--- src/hw/swp_pkg.sv ---
// Constants, opcodes and types of the status write protection block.
package swp_pkg;
	localparam int CLK_MHZ = 50;
	localparam int PUW_US = 10;
	localparam int PUW_CYC = PUW_US * CLK_MHZ;
	localparam int TW_US = 100;
	localparam int TW_CYC = TW_US * CLK_MHZ;
	localparam logic [7:0] OP_WREN = 8'h06;
	localparam logic [7:0] OP_WRDI = 8'h04;
	localparam logic [7:0] OP_VWREN = 8'h50;
	localparam logic [7:0] OP_WRSR1 = 8'h01;
	localparam logic [7:0] OP_WRSR2 = 8'h31;
	localparam logic [7:0] OP_WRSR3 = 8'h11;
	localparam logic [7:0] OP_RDSR1 = 8'h05;
	localparam logic [7:0] OP_RDSR2 = 8'h35;
	localparam logic [7:0] OP_RDSR3 = 8'h15;
	localparam logic [7:0] OP_SUSP = 8'h75;
	localparam logic [7:0] OP_RESM = 8'h7a;
	localparam logic [7:0] OP_DPD = 8'hb9;
	localparam logic [7:0] OP_REL = 8'hab;
	localparam logic [7:0] OP_PP = 8'h02;
	localparam logic [7:0] OP_SE = 8'h20;
	localparam logic [7:0] OP_BE = 8'hd8;
	localparam logic [7:0] OP_CE = 8'hc7;
	localparam logic [7:0] SR_RESET = 8'h00;
	localparam logic [7:0] SR1_CFG_MASK = 8'hfc;
	localparam logic [7:0] SR2_CFG_MASK = 8'h42;
	localparam logic [7:0] SR2_OTP_MASK = 8'h38;
	localparam logic [7:0] SR3_CFG_MASK = 8'hf0;
	localparam int SR1_LOCK = 7;
	localparam int SR2_QE = 1;
	localparam int SR3_HOLD_OR_RESTART_SELECT = 7;
	localparam logic [6:0] PCT_00 = 7'd50;
	localparam logic [6:0] PCT_01 = 7'd25;
	localparam logic [6:0] PCT_10 = 7'd75;
	localparam logic [6:0] PCT_11 = 7'd100;
	typedef enum logic [1:0] {
		PIN_CS, PIN_SCLK, PIN_DI, PIN_WP
	} swp_pin_t;
	typedef struct packed {
		logic quad_io_enable;
		logic hold_or_restart_select;
		logic [1:0] drive_strength_field;
		logic quad_fast_mode_bit;
		logic invert_protection_bit;
		logic status_lock_bit;
		logic small_granule_select;
		logic top_bottom_select;
		logic [2:0] protect_range_bits;
	} swp_cfg_t;
	typedef struct packed {
		logic cs_n;
		logic sclk;
		logic di;
		logic wp_n;
		logic hold_n;
	} swp_pins_t;
endpackage

--- src/hw/swp_status_protect.sv ---
// Status register protection, configuration and write-disable logic.
`timescale 1ns/10ps
module swp_status_protect #(
	parameter int BUSY_CYCLES = swp_pkg::TW_CYC
) (
	// Clock and power-on reset.
	input wire logic clock,
	input wire logic srst,
	// Serial pins in, asynchronous to clock; data out and its enable registered on clock.
	input wire swp_pkg::swp_pins_t pins,
	output logic do_out,
	output logic do_oe,
	// Status and configuration.
	output logic [7:0] status_byte_one,
	output logic [7:0] status_byte_two,
	output logic [7:0] status_byte_three,
	output swp_pkg::swp_cfg_t cfg,
	output logic [6:0] drive_pct,
	output logic hold_active,
	output logic pin_restart,
	output logic deep_sleep_state
);
	typedef enum logic [1:0] {
		MODE_POWERUP, MODE_READY, MODE_BUSY, MODE_SLEEP
	} swp_mode_t;
	swp_pkg::swp_pins_t s1_reg, s2_reg;
	logic sclk_prev_reg, cs_prev_reg;
	logic [2:0] bit_cnt_reg, out_cnt_reg;
	logic [1:0] byte_cnt_reg;
	logic [7:0] shift_reg, opcode_reg, d1_reg, d2_reg;
	logic [7:0] nv1_reg, nv2_reg, nv3_reg, vol1_reg, vol2_reg, vol3_reg;
	logic wel_reg, vwe_reg, sus_reg, arr_reg, rd_reg;
	logic [1:0] rd_sel_reg;
	swp_mode_t mode_reg;
	logic [15:0] cnt_reg;
	logic qe, hold_pin, rst_pin, sclk_rise, sclk_fall, cs_rise, exec;
	logic is_wr, is_pe, is_rd, wr_class, go, locked, wr_ok, nv_wr, v_wr;
	logic [7:0] byte_in, sr1, sr2, sr3, w2;

	// Pin synchronisers; only the second stage is looked at.
	always_ff @(posedge clock) begin
		s1_reg <= pins;
		s2_reg <= s1_reg;
		sclk_prev_reg <= s2_reg.sclk;
		cs_prev_reg <= s2_reg.cs_n;
	end

	assign qe = vol2_reg[swp_pkg::SR2_QE];
	assign hold_pin = ~qe & ~vol3_reg[swp_pkg::SR3_HOLD_OR_RESTART_SELECT] & ~s2_reg.hold_n;
	assign rst_pin = ~qe & vol3_reg[swp_pkg::SR3_HOLD_OR_RESTART_SELECT] & ~s2_reg.hold_n;
	assign sclk_rise = s2_reg.sclk & ~sclk_prev_reg & ~s2_reg.cs_n & ~hold_pin;
	assign sclk_fall = ~s2_reg.sclk & sclk_prev_reg & ~s2_reg.cs_n & ~hold_pin;
	assign cs_rise = s2_reg.cs_n & ~cs_prev_reg;
	assign byte_in = {shift_reg[6:0], s2_reg.di};
	// A frame only executes when it ended on a whole byte.
	assign exec = cs_rise & ~rst_pin & (bit_cnt_reg == 3'd0)
		& (byte_cnt_reg != 2'd0);

	always_comb begin
		is_wr = opcode_reg inside {swp_pkg::OP_WRSR1, swp_pkg::OP_WRSR2,
			swp_pkg::OP_WRSR3};
		is_pe = (opcode_reg == swp_pkg::OP_PP) | (opcode_reg == swp_pkg::OP_SE)
			| (opcode_reg == swp_pkg::OP_BE) | (opcode_reg == swp_pkg::OP_CE);
		is_rd = (byte_in == swp_pkg::OP_RDSR1) | (byte_in == swp_pkg::OP_RDSR2)
			| (byte_in == swp_pkg::OP_RDSR3);
		wr_class = is_wr | is_pe | (opcode_reg == swp_pkg::OP_WREN)
			| (opcode_reg == swp_pkg::OP_VWREN);
		// Busy and sleep swallow commands; power-up only blocks writes.
		go = exec & ((mode_reg == MODE_READY)
			| ((mode_reg == MODE_POWERUP) & ~wr_class));
		// With quad enabled the protect pin is a data line and unlocks.
		locked = vol1_reg[swp_pkg::SR1_LOCK] & ~(qe | s2_reg.wp_n);
		wr_ok = go & is_wr & ~locked;
		v_wr = wr_ok & vwe_reg;
		nv_wr = wr_ok & ~vwe_reg & wel_reg;
		w2 = (opcode_reg == swp_pkg::OP_WRSR1) ? d2_reg : d1_reg;
	end

	// Serial frame capture.
	always_ff @(posedge clock) begin
		if (srst | s2_reg.cs_n | rst_pin) begin
			bit_cnt_reg <= 3'd0;
			byte_cnt_reg <= 2'd0;
			shift_reg <= 8'h00;
		end else if (sclk_rise) begin
			shift_reg <= byte_in;
			bit_cnt_reg <= bit_cnt_reg + 3'd1;
			if (bit_cnt_reg == 3'd7) begin
				if (byte_cnt_reg != 2'd3) begin
					byte_cnt_reg <= byte_cnt_reg + 2'd1;
				end
			end
		end
	end

	always_ff @(posedge clock) begin
		if (srst) begin
			opcode_reg <= 8'h00;
			d1_reg <= 8'h00;
			d2_reg <= 8'h00;
		end else if (sclk_rise && bit_cnt_reg == 3'd7) begin
			unique case (byte_cnt_reg)
				2'd0: opcode_reg <= byte_in;
				2'd1: d1_reg <= byte_in;
				2'd2: d2_reg <= byte_in;
				2'd3: d2_reg <= d2_reg;
			endcase
		end
	end

	// Status read: opcode picks a byte, sent MSB first on falling edges.
	always_ff @(posedge clock) begin
		if (srst | s2_reg.cs_n | rst_pin) begin
			rd_reg <= 1'b0;
			rd_sel_reg <= 2'd0;
			out_cnt_reg <= 3'd0;
			do_out <= 1'b0;
			do_oe <= 1'b0;
		end else if (sclk_rise && bit_cnt_reg == 3'd7 && byte_cnt_reg == 2'd0) begin
			rd_reg <= is_rd & (mode_reg != MODE_SLEEP);
			rd_sel_reg <= byte_in[5:4];
			out_cnt_reg <= 3'd0;
		end else if (sclk_fall && rd_reg) begin
			unique case (rd_sel_reg)
				2'b00: do_out <= sr1[3'd7 - out_cnt_reg];
				2'b11: do_out <= sr2[3'd7 - out_cnt_reg];
				default: do_out <= sr3[3'd7 - out_cnt_reg];
			endcase
			do_oe <= 1'b1;
			out_cnt_reg <= out_cnt_reg + 3'd1;
		end
	end

	// Operating mode, busy timer and power-up delay.
	always_ff @(posedge clock) begin
		if (srst) begin
			mode_reg <= MODE_POWERUP;
			cnt_reg <= 16'd0;
			arr_reg <= 1'b0;
			sus_reg <= 1'b0;
		end else begin
			unique case (mode_reg)
				MODE_POWERUP: begin
					cnt_reg <= cnt_reg + 16'd1;
					if (cnt_reg == 16'(swp_pkg::PUW_CYC - 1)) begin
						mode_reg <= MODE_READY;
						cnt_reg <= 16'd0;
					end
				end
				MODE_READY: begin
					if (nv_wr || (go && is_pe && wel_reg && !sus_reg)) begin
						mode_reg <= MODE_BUSY;
						cnt_reg <= 16'(BUSY_CYCLES - 1);
						arr_reg <= is_pe;
					end else if (go && opcode_reg == swp_pkg::OP_RESM
						&& sus_reg) begin
						mode_reg <= MODE_BUSY;
						sus_reg <= 1'b0;
					end else if (go && opcode_reg == swp_pkg::OP_DPD) begin
						mode_reg <= MODE_SLEEP;
					end
				end
				MODE_BUSY: begin
					// Suspend is the one command a running array op takes.
					if (exec && arr_reg && opcode_reg == swp_pkg::OP_SUSP) begin
						mode_reg <= MODE_READY;
						sus_reg <= 1'b1;
					end else if (cnt_reg != 16'd0) begin
						cnt_reg <= cnt_reg - 16'd1;
					end else if (!exec) begin
						// Waits with the latch clear, or the latch would stay set.
						mode_reg <= MODE_READY;
						arr_reg <= 1'b0;
					end
				end
				MODE_SLEEP: begin
					if (exec && opcode_reg == swp_pkg::OP_REL) begin
						mode_reg <= MODE_READY;
					end
				end
			endcase
		end
	end

	// Write enable latch and volatile write enable.
	always_ff @(posedge clock) begin
		if (srst) begin
			wel_reg <= 1'b0;
			vwe_reg <= 1'b0;
		end else begin
			if (mode_reg == MODE_BUSY && cnt_reg == 16'd0 && !exec) begin
				wel_reg <= 1'b0;
			end else if (go && opcode_reg == swp_pkg::OP_WREN) begin
				wel_reg <= 1'b1;
			end else if (go && opcode_reg == swp_pkg::OP_WRDI) begin
				wel_reg <= 1'b0;
			end
			if (go) begin
				vwe_reg <= (opcode_reg == swp_pkg::OP_VWREN);
			end
		end
	end

	// Status copies; srst stands for a factory-fresh power-up.
	always_ff @(posedge clock) begin
		if (srst) begin
			nv1_reg <= swp_pkg::SR_RESET;
			nv2_reg <= swp_pkg::SR_RESET;
			nv3_reg <= swp_pkg::SR_RESET;
			vol1_reg <= swp_pkg::SR_RESET;
			vol2_reg <= swp_pkg::SR_RESET;
			vol3_reg <= swp_pkg::SR_RESET;
		end else if (nv_wr || v_wr) begin
			// Only configurable bits move; busy, latch and suspend live apart.
			if (opcode_reg == swp_pkg::OP_WRSR1) begin
				vol1_reg <= (vol1_reg & ~swp_pkg::SR1_CFG_MASK)
					| (d1_reg & swp_pkg::SR1_CFG_MASK);
				if (nv_wr) begin
					nv1_reg <= (nv1_reg & ~swp_pkg::SR1_CFG_MASK)
						| (d1_reg & swp_pkg::SR1_CFG_MASK);
				end
			end
			if ((opcode_reg == swp_pkg::OP_WRSR1 && byte_cnt_reg == 2'd3)
				|| opcode_reg == swp_pkg::OP_WRSR2) begin
				vol2_reg <= (vol2_reg & ~swp_pkg::SR2_CFG_MASK)
					| (w2 & swp_pkg::SR2_CFG_MASK);
				if (nv_wr) begin
					// Lock bits only ever gain ones.
					nv2_reg <= (nv2_reg & ~swp_pkg::SR2_CFG_MASK)
						| (w2 & swp_pkg::SR2_CFG_MASK)
						| (w2 & swp_pkg::SR2_OTP_MASK);
				end
			end
			if (opcode_reg == swp_pkg::OP_WRSR3) begin
				vol3_reg <= (vol3_reg & ~swp_pkg::SR3_CFG_MASK)
					| (d1_reg & swp_pkg::SR3_CFG_MASK);
				if (nv_wr) begin
					nv3_reg <= (nv3_reg & ~swp_pkg::SR3_CFG_MASK)
						| (d1_reg & swp_pkg::SR3_CFG_MASK);
				end
			end
		end
	end

	assign sr1 = {vol1_reg[7:2], wel_reg, mode_reg == MODE_BUSY};
	assign sr2 = {sus_reg, vol2_reg[6], nv2_reg[5:3], 1'b0, vol2_reg[1], 1'b0};
	assign sr3 = {vol3_reg[7:4], 4'h0};

	always_ff @(posedge clock) begin
		if (srst) begin
			status_byte_one <= 8'h00;
			status_byte_two <= 8'h00;
			status_byte_three <= 8'h00;
			cfg <= '0;
			drive_pct <= swp_pkg::PCT_00;
			hold_active <= 1'b0;
			pin_restart <= 1'b0;
			deep_sleep_state <= 1'b0;
		end else begin
			status_byte_one <= sr1;
			status_byte_two <= sr2;
			status_byte_three <= sr3;
			cfg <= {vol2_reg[1], vol3_reg[7:4], vol2_reg[6], vol1_reg[7:2]};
			unique case (vol3_reg[6:5])
				2'b00: drive_pct <= swp_pkg::PCT_00;
				2'b01: drive_pct <= swp_pkg::PCT_01;
				2'b10: drive_pct <= swp_pkg::PCT_10;
				2'b11: drive_pct <= swp_pkg::PCT_11;
			endcase
			hold_active <= hold_pin;
			pin_restart <= rst_pin;
			deep_sleep_state <= (mode_reg == MODE_SLEEP);
		end
	end

	property p_lock_refuse;
		@(posedge clock) disable iff (srst)
		exec && is_wr && locked |=> $stable(nv1_reg) && $stable(vol1_reg)
			&& $stable(nv2_reg) && $stable(vol3_reg);
	endproperty
	a_lock_refuse: assert property (p_lock_refuse)
		else $error("Locked status write changed a status byte.");
	property p_nv_write;
		@(posedge clock) disable iff (srst)
		nv_wr && opcode_reg == swp_pkg::OP_WRSR3
			|=> nv3_reg[7:4] == $past(d1_reg[7:4]) && vol3_reg == nv3_reg;
	endproperty
	a_nv_write: assert property (p_nv_write)
		else $error("Non-volatile status write not applied.");
	property p_vol_write;
		@(posedge clock) disable iff (srst)
		v_wr |=> $stable(nv1_reg) && $stable(nv2_reg) && $stable(nv3_reg);
	endproperty
	a_vol_write: assert property (p_vol_write)
		else $error("Volatile write touched non-volatile copy.");
	property p_volatile_bits;
		@(posedge clock) disable iff (srst)
		exec && is_wr && mode_reg == MODE_READY
			|=> wel_reg == $past(wel_reg) && sus_reg == $past(sus_reg);
	endproperty
	a_volatile_bits: assert property (p_volatile_bits)
		else $error("Status write altered latch or suspend flag.");
	property p_otp;
		@(posedge clock) disable iff (srst)
		##1 (nv2_reg[5:3] & $past(nv2_reg[5:3])) == $past(nv2_reg[5:3]);
	endproperty
	a_otp: assert property (p_otp)
		else $error("A one-time lock bit was cleared.");
	property p_powerup;
		@(posedge clock) disable iff (srst)
		mode_reg == MODE_POWERUP && exec |=> !wel_reg && !vwe_reg;
	endproperty
	a_powerup: assert property (p_powerup)
		else $error("Write enable taken during power-up delay.");
	property p_boundary;
		@(posedge clock) disable iff (srst)
		mode_reg == MODE_READY && cs_rise && bit_cnt_reg != 3'd0
			|=> $stable(wel_reg) && $stable(nv1_reg) && $stable(mode_reg);
	endproperty
	a_boundary: assert property (p_boundary)
		else $error("Partial-byte frame was executed.");
	property p_sleep;
		@(posedge clock) disable iff (srst)
		mode_reg == MODE_SLEEP && exec && opcode_reg != swp_pkg::OP_REL
			|=> mode_reg == MODE_SLEEP && $stable(wel_reg);
	endproperty
	a_sleep: assert property (p_sleep)
		else $error("Command honoured in deep sleep.");
	property p_wel_clear;
		@(posedge clock) disable iff (srst)
		mode_reg == MODE_BUSY && cnt_reg == 16'd0 && !exec |=> !wel_reg
			&& mode_reg == MODE_READY;
	endproperty
	a_wel_clear: assert property (p_wel_clear)
		else $error("Enable latch survived end of write.");
	property p_wren;
		@(posedge clock) disable iff (srst)
		go && opcode_reg == swp_pkg::OP_WREN |=> wel_reg ##1 sr1[1];
	endproperty
	a_wren: assert property (p_wren)
		else $error("Write enable did not set the latch.");
endmodule

--- config.mk ---
export PLATFORM = sky130hd
export DESIGN_NAME = swp_status_protect
export DESIGN_NICKNAME = d
export VERILOG_FILES = /design/src/hw/swp_pkg.sv /design/src/hw/swp_status_protect.sv
export SDC_FILE = /design/constraint.sdc
export NUM_CORES = 1
export LEC_CHECK = 0
export ABC_CLOCK_PERIOD_IN_PS = 3500
export BUFFER_PORTS_ARGS = -buffer_cell sky130_fd_sc_hd__buf_2
export CAP_MARGIN = 10
export CORE_MARGIN = 2
export CORE_UTILIZATION = 59
export CTS_BUF_LIST = sky130_fd_sc_hd__clkbuf_4 sky130_fd_sc_hd__clkbuf_8 sky130_fd_sc_hd__clkbuf_16
export DETAILED_ROUTE_END_ITERATION = 16
export MAX_ROUTING_LAYER = met4
export PLACE_DENSITY = 0.76
export SKIP_CTS_REPAIR_TIMING = 1
export SKIP_LAST_GASP = 1
export SLEW_MARGIN = 30
export SYNTH_ARGS = -nofsm -noshare
export SYNTH_HDL_FRONTEND = slang
export SYNTH_SLANG_ARGS = --single-unit
--- constraint.sdc ---
create_clock -name clock -period 3.5 [get_ports clock]
set_clock_uncertainty 0.1 [all_clocks]
set_input_delay 0.35 -clock clock [delete_from_list [all_inputs] [get_ports clock]]
set_output_delay 0.35 -clock clock [all_outputs]
set_load 0.03 [all_outputs]
=== Word level (Yosys, flattened, before mapping) ===
Cells that the tools add are included.
Widths: inputs -> output; s select.

* Add/sub/neg operators: 6
* $lt $le $gt $ge: 1
* Equal/unequal tests: 44
* Mux-type cells: 34
* Bitwise gates (word level): 54
* Reductions and logical operators: 49

{| class="wikitable"
|+ Operator list
! cell !! count
|-
| $mux 16 || 4
|-
| $pmux 16 s3 || 1
|-
| $eq 8x8->1 const B || 4
|-
| $pmux 7 s4 || 1
|-
| $eq 8x3->1 const B || 3
|-
| $eq 8x6->1 const B || 3
|-
| $eq 8x7->1 const B || 3
|-
| $and 1x1->1 || 23
|-
| $logic_and 1x1->1 || 17
|-
| $add 16x1->16 const B || 1
|-
| $eq 16x9->1 const B || 1
|-
| $eq 8x5->1 const B || 2
|-
| $logic_not 16->1 || 1
|-
| $mux 2 || 8
|-
| $or 8x7->8 || 2
|-
| $reduce_bool 16->1 || 1
|-
| $sub 16x1->16 const B || 1
|-
| $eq 2x2->1 const B || 7
|-
| $ne 2x2->1 const B || 7
|-
| $not 1->1 || 14
|-
| $reduce_and 2->1 || 7
|-
| $mux 1 || 12
|-
| $or 1x1->1 || 12
|-
| $ne 2x1->1 const B || 5
|-
| 28 further kinds || 48
|}

* Register bits: 155
* Logic and storage cells: 239

=== Longest topological paths before layout ===
* Word-level depth: 18
* Mapped depth: 10
* Mapped depth without buffers: 8

=== Worst setup path before layout ===
OpenSTA, ideal clock, no wires.

* Path kind: register to register
* Start: register byte_cnt_reg[0]
* End: register mode_reg[0]
* Setup time: 0.086 ns
* Arrival time: 2.373 ns
* Path slack: 0.941 ns
* Stages on the path, launching flop included: 10
* Buffers on the path: 1
* Period minus slack after synthesis: 2.559 ns
* Cell sequence: dfxtp_1 inv_1 ha_1 nand2b_1 or4_4 buf_6 o41ai_2 o211ai_1 a31o_1 a221oi_2

* Cells in the longest elaborated chain, start to end: 10
* Elaborated cells on any way between the ends: 26
* Those cells by class: eq/ne: 4; mux: 4; bitwise: 6; reduce/logical: 12

{| class="wikitable"
|+ RTL lines
! what !! RTL line !! RTL
|-
| from (decl) || swp_status_protect.sv:29 || <nowiki>logic [1:0] byte_cnt_reg;</nowiki>
|-
| from (signal assigned) || swp_status_protect.sv:90 || <nowiki>byte_cnt_reg <= byte_cnt_reg + 2'd1;</nowiki>
|-
| $reduce_bool 2->1 (*) || swp_status_protect.sv:57 || <nowiki>& (byte_cnt_reg != 2'd0);</nowiki>
|-
| $and 1x1->1 (*) || swp_status_protect.sv:57 ||
|-
| $and 1x1->1 || swp_status_protect.sv:69 || <nowiki>go = exec & ((mode_reg == MODE_READY)</nowiki>
|-
| $and 1x1->1 (2 in a row) || swp_status_protect.sv:73 || <nowiki>wr_ok = go & is_wr & ~locked;</nowiki>
|-
| $and 1x1->1 (2 in a row) || swp_status_protect.sv:75 || <nowiki>nv_wr = wr_ok & ~vwe_reg & wel_reg;</nowiki>
|-
| $logic_or 1x1->1 || swp_status_protect.sv:151 || <nowiki>if (nv_wr || (go && is_pe && wel_reg && !sus_reg)) begin</nowiki>
|-
| $ne 4x1->1 (no line) or $mux 2 (tied branches) || -- ||
|-
| $reduce_and 5->1 (no line) or $pmux 2 s4 (tied branches) || -- ||
|-
| to (signal assigned) || swp_status_protect.sv:152 || <nowiki>mode_reg <= MODE_BUSY;</nowiki>
|-
| to (signal assigned) || swp_status_protect.sv:157 || <nowiki>mode_reg <= MODE_BUSY;</nowiki>
|-
| to (signal assigned) || swp_status_protect.sv:160 || <nowiki>mode_reg <= MODE_SLEEP;</nowiki>
|-
| to (decl) || swp_status_protect.sv:34 || <nowiki>swp_mode_t mode_reg;</nowiki>
|}

Every way passes the cells marked *; elsewhere a longest branch is shown, timed or not.
A chain may end at the register's enable or synchronous reset.

=== Final worst setup path ===
* Start: register byte_cnt_reg[0]
* End: register cnt_reg[1]

* Cells in the longest elaborated chain, start to end: 10
* Elaborated cells on any way between the ends: 16
* Those cells by class: eq/ne: 2; bitwise: 6; reduce/logical: 8

{| class="wikitable"
|+ RTL lines
! what !! RTL line !! RTL
|-
| $reduce_bool 2->1 (*) || swp_status_protect.sv:57 ||
|-
| $and 1x1->1 (*) || swp_status_protect.sv:57 ||
|-
| $and 1x1->1 || swp_status_protect.sv:69 ||
|-
| $and 1x1->1 (2 in a row) || swp_status_protect.sv:73 ||
|-
| $and 1x1->1 (2 in a row) || swp_status_protect.sv:75 ||
|-
| $logic_or 1x1->1 || swp_status_protect.sv:151 ||
|-
| $ne 2x1->1 (no line) || -- ||
|-
| $reduce_and 4->1 (no line) (*) || -- ||
|-
| to (signal assigned) || swp_status_protect.sv:144 || <nowiki>cnt_reg <= cnt_reg + 16'd1;</nowiki>
|-
| to (signal assigned) || swp_status_protect.sv:153 || <nowiki>cnt_reg <= 16'(BUSY_CYCLES - 1);</nowiki>
|-
| to (signal assigned) || swp_status_protect.sv:169 || <nowiki>cnt_reg <= cnt_reg - 16'd1;</nowiki>
|-
| to (decl) || swp_status_protect.sv:35 || <nowiki>logic [15:0] cnt_reg;</nowiki>
|}

Marked as above.

==> metrics.csv <==
stage,metric,value,unit
outcome,status,completed,
layout,largest_reg_flops,16,
timing,fin_crit_sh,0.8042,
power_and_ir_drop,vdd_ir_drop_max,0.0004438,V
setup_path,start_kind,flip-flop,
synthesis,synth_compound_area_frac,0.1536,
setup_path,critPathSlowestCell,or4_4,
timing,rsz0062_at_grt,no,
clocking,htreeDepth,4,
power_and_ir_drop,clock_power_share,0.509,
floorplan,start_util,0.6006,
synthesis,syn_avg_cell_area,8.827,sq um
global_routing,grt_pass1_vias,4604,
clocking,cts_buffer_depth,2,
layout,drive_gt1_frac,0.1530,
global_routing,grt_usage,0.2968,
synthesis,synthArstFlopShare,0,
setup_path,critPathMaxFanout,12,
power_and_ir_drop,leakage,2.599,nW
synthesis,synth_top_area_cell,dfxtp_1,
floorplan,fp.dieH,103.3,um
synthesis,yosysWarnings,0,
synthesis,synthDistinctLibCells,78,
route,routed_wl,14500,um
layout,area_delta_synth_final,14.30,%
global_routing,overflow,0,
place,portBuffers,48,
setup_path,crit_buf_inv,2,
power_and_ir_drop,internal_power,0.002577,W
clocking,clock-sinks,116,
setup_path,worstPathArrival,3.10,ns
layout,fin_nets,708,
setup_path,cp_common_cell,o21ai_1,
timing,slew_headroom,0.5372,
setup_path,crit_family,simple AND/OR/NAND/NOR gates,
timing,period_needed,2.815,ns
min_path,holdPathStages,2,
synthesis,syn_inst,659,
synthesis,synth-edff-count,0,
timing,slew_violations,0,
setup_path,cp-end-kind,flip-flop,
setup_path,worstSetupPathType,reg2reg,
timing,finalSetupViolCount,0,
flow_run,drv_cap,0,
global_routing,grt_max_degree,30,
synthesis,synth_top_area_share,0.3992,
power_and_ir_drop,power.density,519.9,nW/um^2
floorplan,core-area,9684,sq um
setup_path,path_cells,inv_1 > ha_1 > nand2b_1 > or4_4 > o21ai_1 > a21oi_1 > o21ai_1 > buf_4 > mux2_1,
setup_path,path_depth,9,
timing,final_hold_viol_count,0,
route,vias_per_cell,5.977,
route,vias,4937,
floorplan,rows,36,
layout,fill_cells,761,
synthesis,synth_top_family_by_area,simple AND/OR/NAND/NOR gates,
clocking,tritoncts,built,
global_routing,grt_pass1_wl,23520,um
clocking,clkTransAtPathRegs,0.06,ns
timing,worst_pin_slew,0.6889,ns
power_and_ir_drop,share_comb_of_total_power,0.090,
route,drc,0,
synthesis,netlist_area,5817,sq um
route,post_drt_wl_per_cell,17.55,um
synthesis,synthFlopType,dfxtp_1,
floorplan,io-pin-count,55,
synthesis,synth_fa_ha_area_frac,0.04517,
place,place_congestion,1.011,
route,postRouteAntennaNets,0,
synthesis,synth.area.mux_share,0.08819,
setup_path,required,3.79,ns
layout,num_antenna_cells,0,
global_routing,grt_antenna_before_repair,0,
synthesis,yosysSeqAreaShare,0.3992,
synthesis,yosys-top-cells-area,"dfxtp_1 40%, mux2i_1 6.9%, ha_1 4.5%",
synthesis,synthXorXnorAreaFrac,0.01506,
clocking,cts_made_buffers,17,
route,dr.pass1.iters,5,
timing,setup_tns,0,ns
min_path,min_path_type,in2reg,
setup_path,r2r_cells,9,
floorplan,die_area,10670,sq um
floorplan,die_w,103.3,um
route,drtIter0Drc,299,
synthesis,yosys_register_bits,116,
timing,fmax,0.3553,GHz
setup_path,critical_path.max_stage_delay,0.56,ns
place,dp_hpwl,10140,um
power_and_ir_drop,switchingPower,0.0008794,W
timing,worst_hold_slack,0.1760,ns
clocking,root_buffer,clkbuf_8,
synthesis,synthSimpleGateAreaFrac,0.2250,
power_and_ir_drop,sequentialPowerShare,0.402,
power_and_ir_drop,swShare,0.2544,
clocking,worstSkewPairLatency,0.51,ns
[routing by layer]
| layer | share of wire | global-route usage | vias up |
|---|---|---|---|
| met5 | 0 | - | - |
| met4 | 0.015 | 0.09312 | 0 |
| met3 | 0.067 | 0.07728 | 29 |
| met2 | 0.48 | 0.4635 | 219 |
| met1 | 0.43 | 0.3783 | 2315 |
| li1 | - | - | 2374 |
[kinds of logic after synthesis]
logic type | Yosys count
other | 1
buffers and inverters | 91
flip-flops | 116
AND/OR/NAND/NOR | 248
AO/OA/AOI/OAI | 126
adder cells (fa/ha/maj) | 21
multiplexers | 46
XOR/XNOR | 10
[cell usage in the layout, fill, tap and decap left out, drive strengths merged, types with 4 or more instances in the layout]
cell / n
inv: 30
nand2b: 7
nor2: 69
nor3b: 7
o211ai: 7
o22ai: 6
nor4: 14
nor2b: 24
o41ai: 4
clkinvlp: 4
a22oi: 4
nand3: 15
mux4: 4
nand2: 51
dlygate4sd3: 5
nor4bb: 4
buf: 56
conb: 6
a21oi: 27
ha: 21
nor3: 17
mux2i: 40
nand4: 8
or4: 4
o21ai: 20
dfxtp: 116
or3: 7
and2: 4
xnor2: 8
a211oi: 14
clkbuf: 19
[power by group through the flow]
stage / registers, W / clock network (W) / logic, W
final: 0.00139 / 0.00176 / 0.000310
after global routing: 0.00139 / 0.00185 / 0.000336
after CTS: 0.00139 / 0.00178 / 0.000298
after detailed placement: 0.00142 / 0 / 0.000297
after global placement: 0.00141 / 0 / 0.000296
after floorplan: 0.00139 / 0 / 0.000249
[layout make-up]
cell class | instances | area (sq um) | area share
clock inverters | 13 | 172.7 | 0.02597
repair buffers | 61 | 350.3 | 0.05269
clock buffers | 19 | 435.4 | 0.06549
multi-input cells | 457 | 3100 | 0.4663
well taps | 133 | 166.4 | 0.02503
inverters | 27 | 101.3 | 0.01524
flip-flops and latches | 116 | 2322 | 0.3493
[worst paths after layout]
| check | startpoint | endpoint | slack (ns) |
|---|---|---|---|
| setup / recovery | byte_cnt_reg[0]$_SDFFE_PP0P_ | cnt_reg[1]$_SDFFE_PP0P_ | 0.69 |
| setup reg to reg | byte_cnt_reg[0]$_SDFFE_PP0P_ | cnt_reg[1]$_SDFFE_PP0P_ | 0.69 |
| hold / removal | srst | status_byte_three[6]$_SDFF_PP0_ | 0.18 |
| hold reg to reg | s1_reg[4]$_DFF_P_ | s2_reg[4]$_DFF_P_ | 0.23 |
[cell usage after synthesis, drive strengths merged (4+ instances only)]
cell type,instances
ha,21
nor2b,24
dfxtp,116
o21ai,20
nor3b,7
o211ai,7
xnor2,8
a22oi,4
nand2,51
nand4,8
nor4bb,4
o41ai,4
or4,4
mux2i,40
and2,4
nand3,15
a211oi,14
nand2b,7
nor2,69
inv,27
buf,28
a21oi,27
o22ai,6
clkbuf,36
mux4,4
nor3,17
or3,7
nor4,14
[stage by stage]
stage	util	cell area [sq um]	worst slack [ns]	total power (W)	instances
finish	0.6866	6649	0.6852	0.003457	826
detailed placement	0.6180	5984	0.7213	0.001712	789
global placement	0.6180	5984	0.8598	0.001709	789
CTS	0.6807	6593	0.6964	0.003462	821
floorplan	-	5836	0.9409	0.001639	664
global route	0.6866	6649	0.5304	0.003579	826
Note: power is estimated with default switching activity, not from simulation.
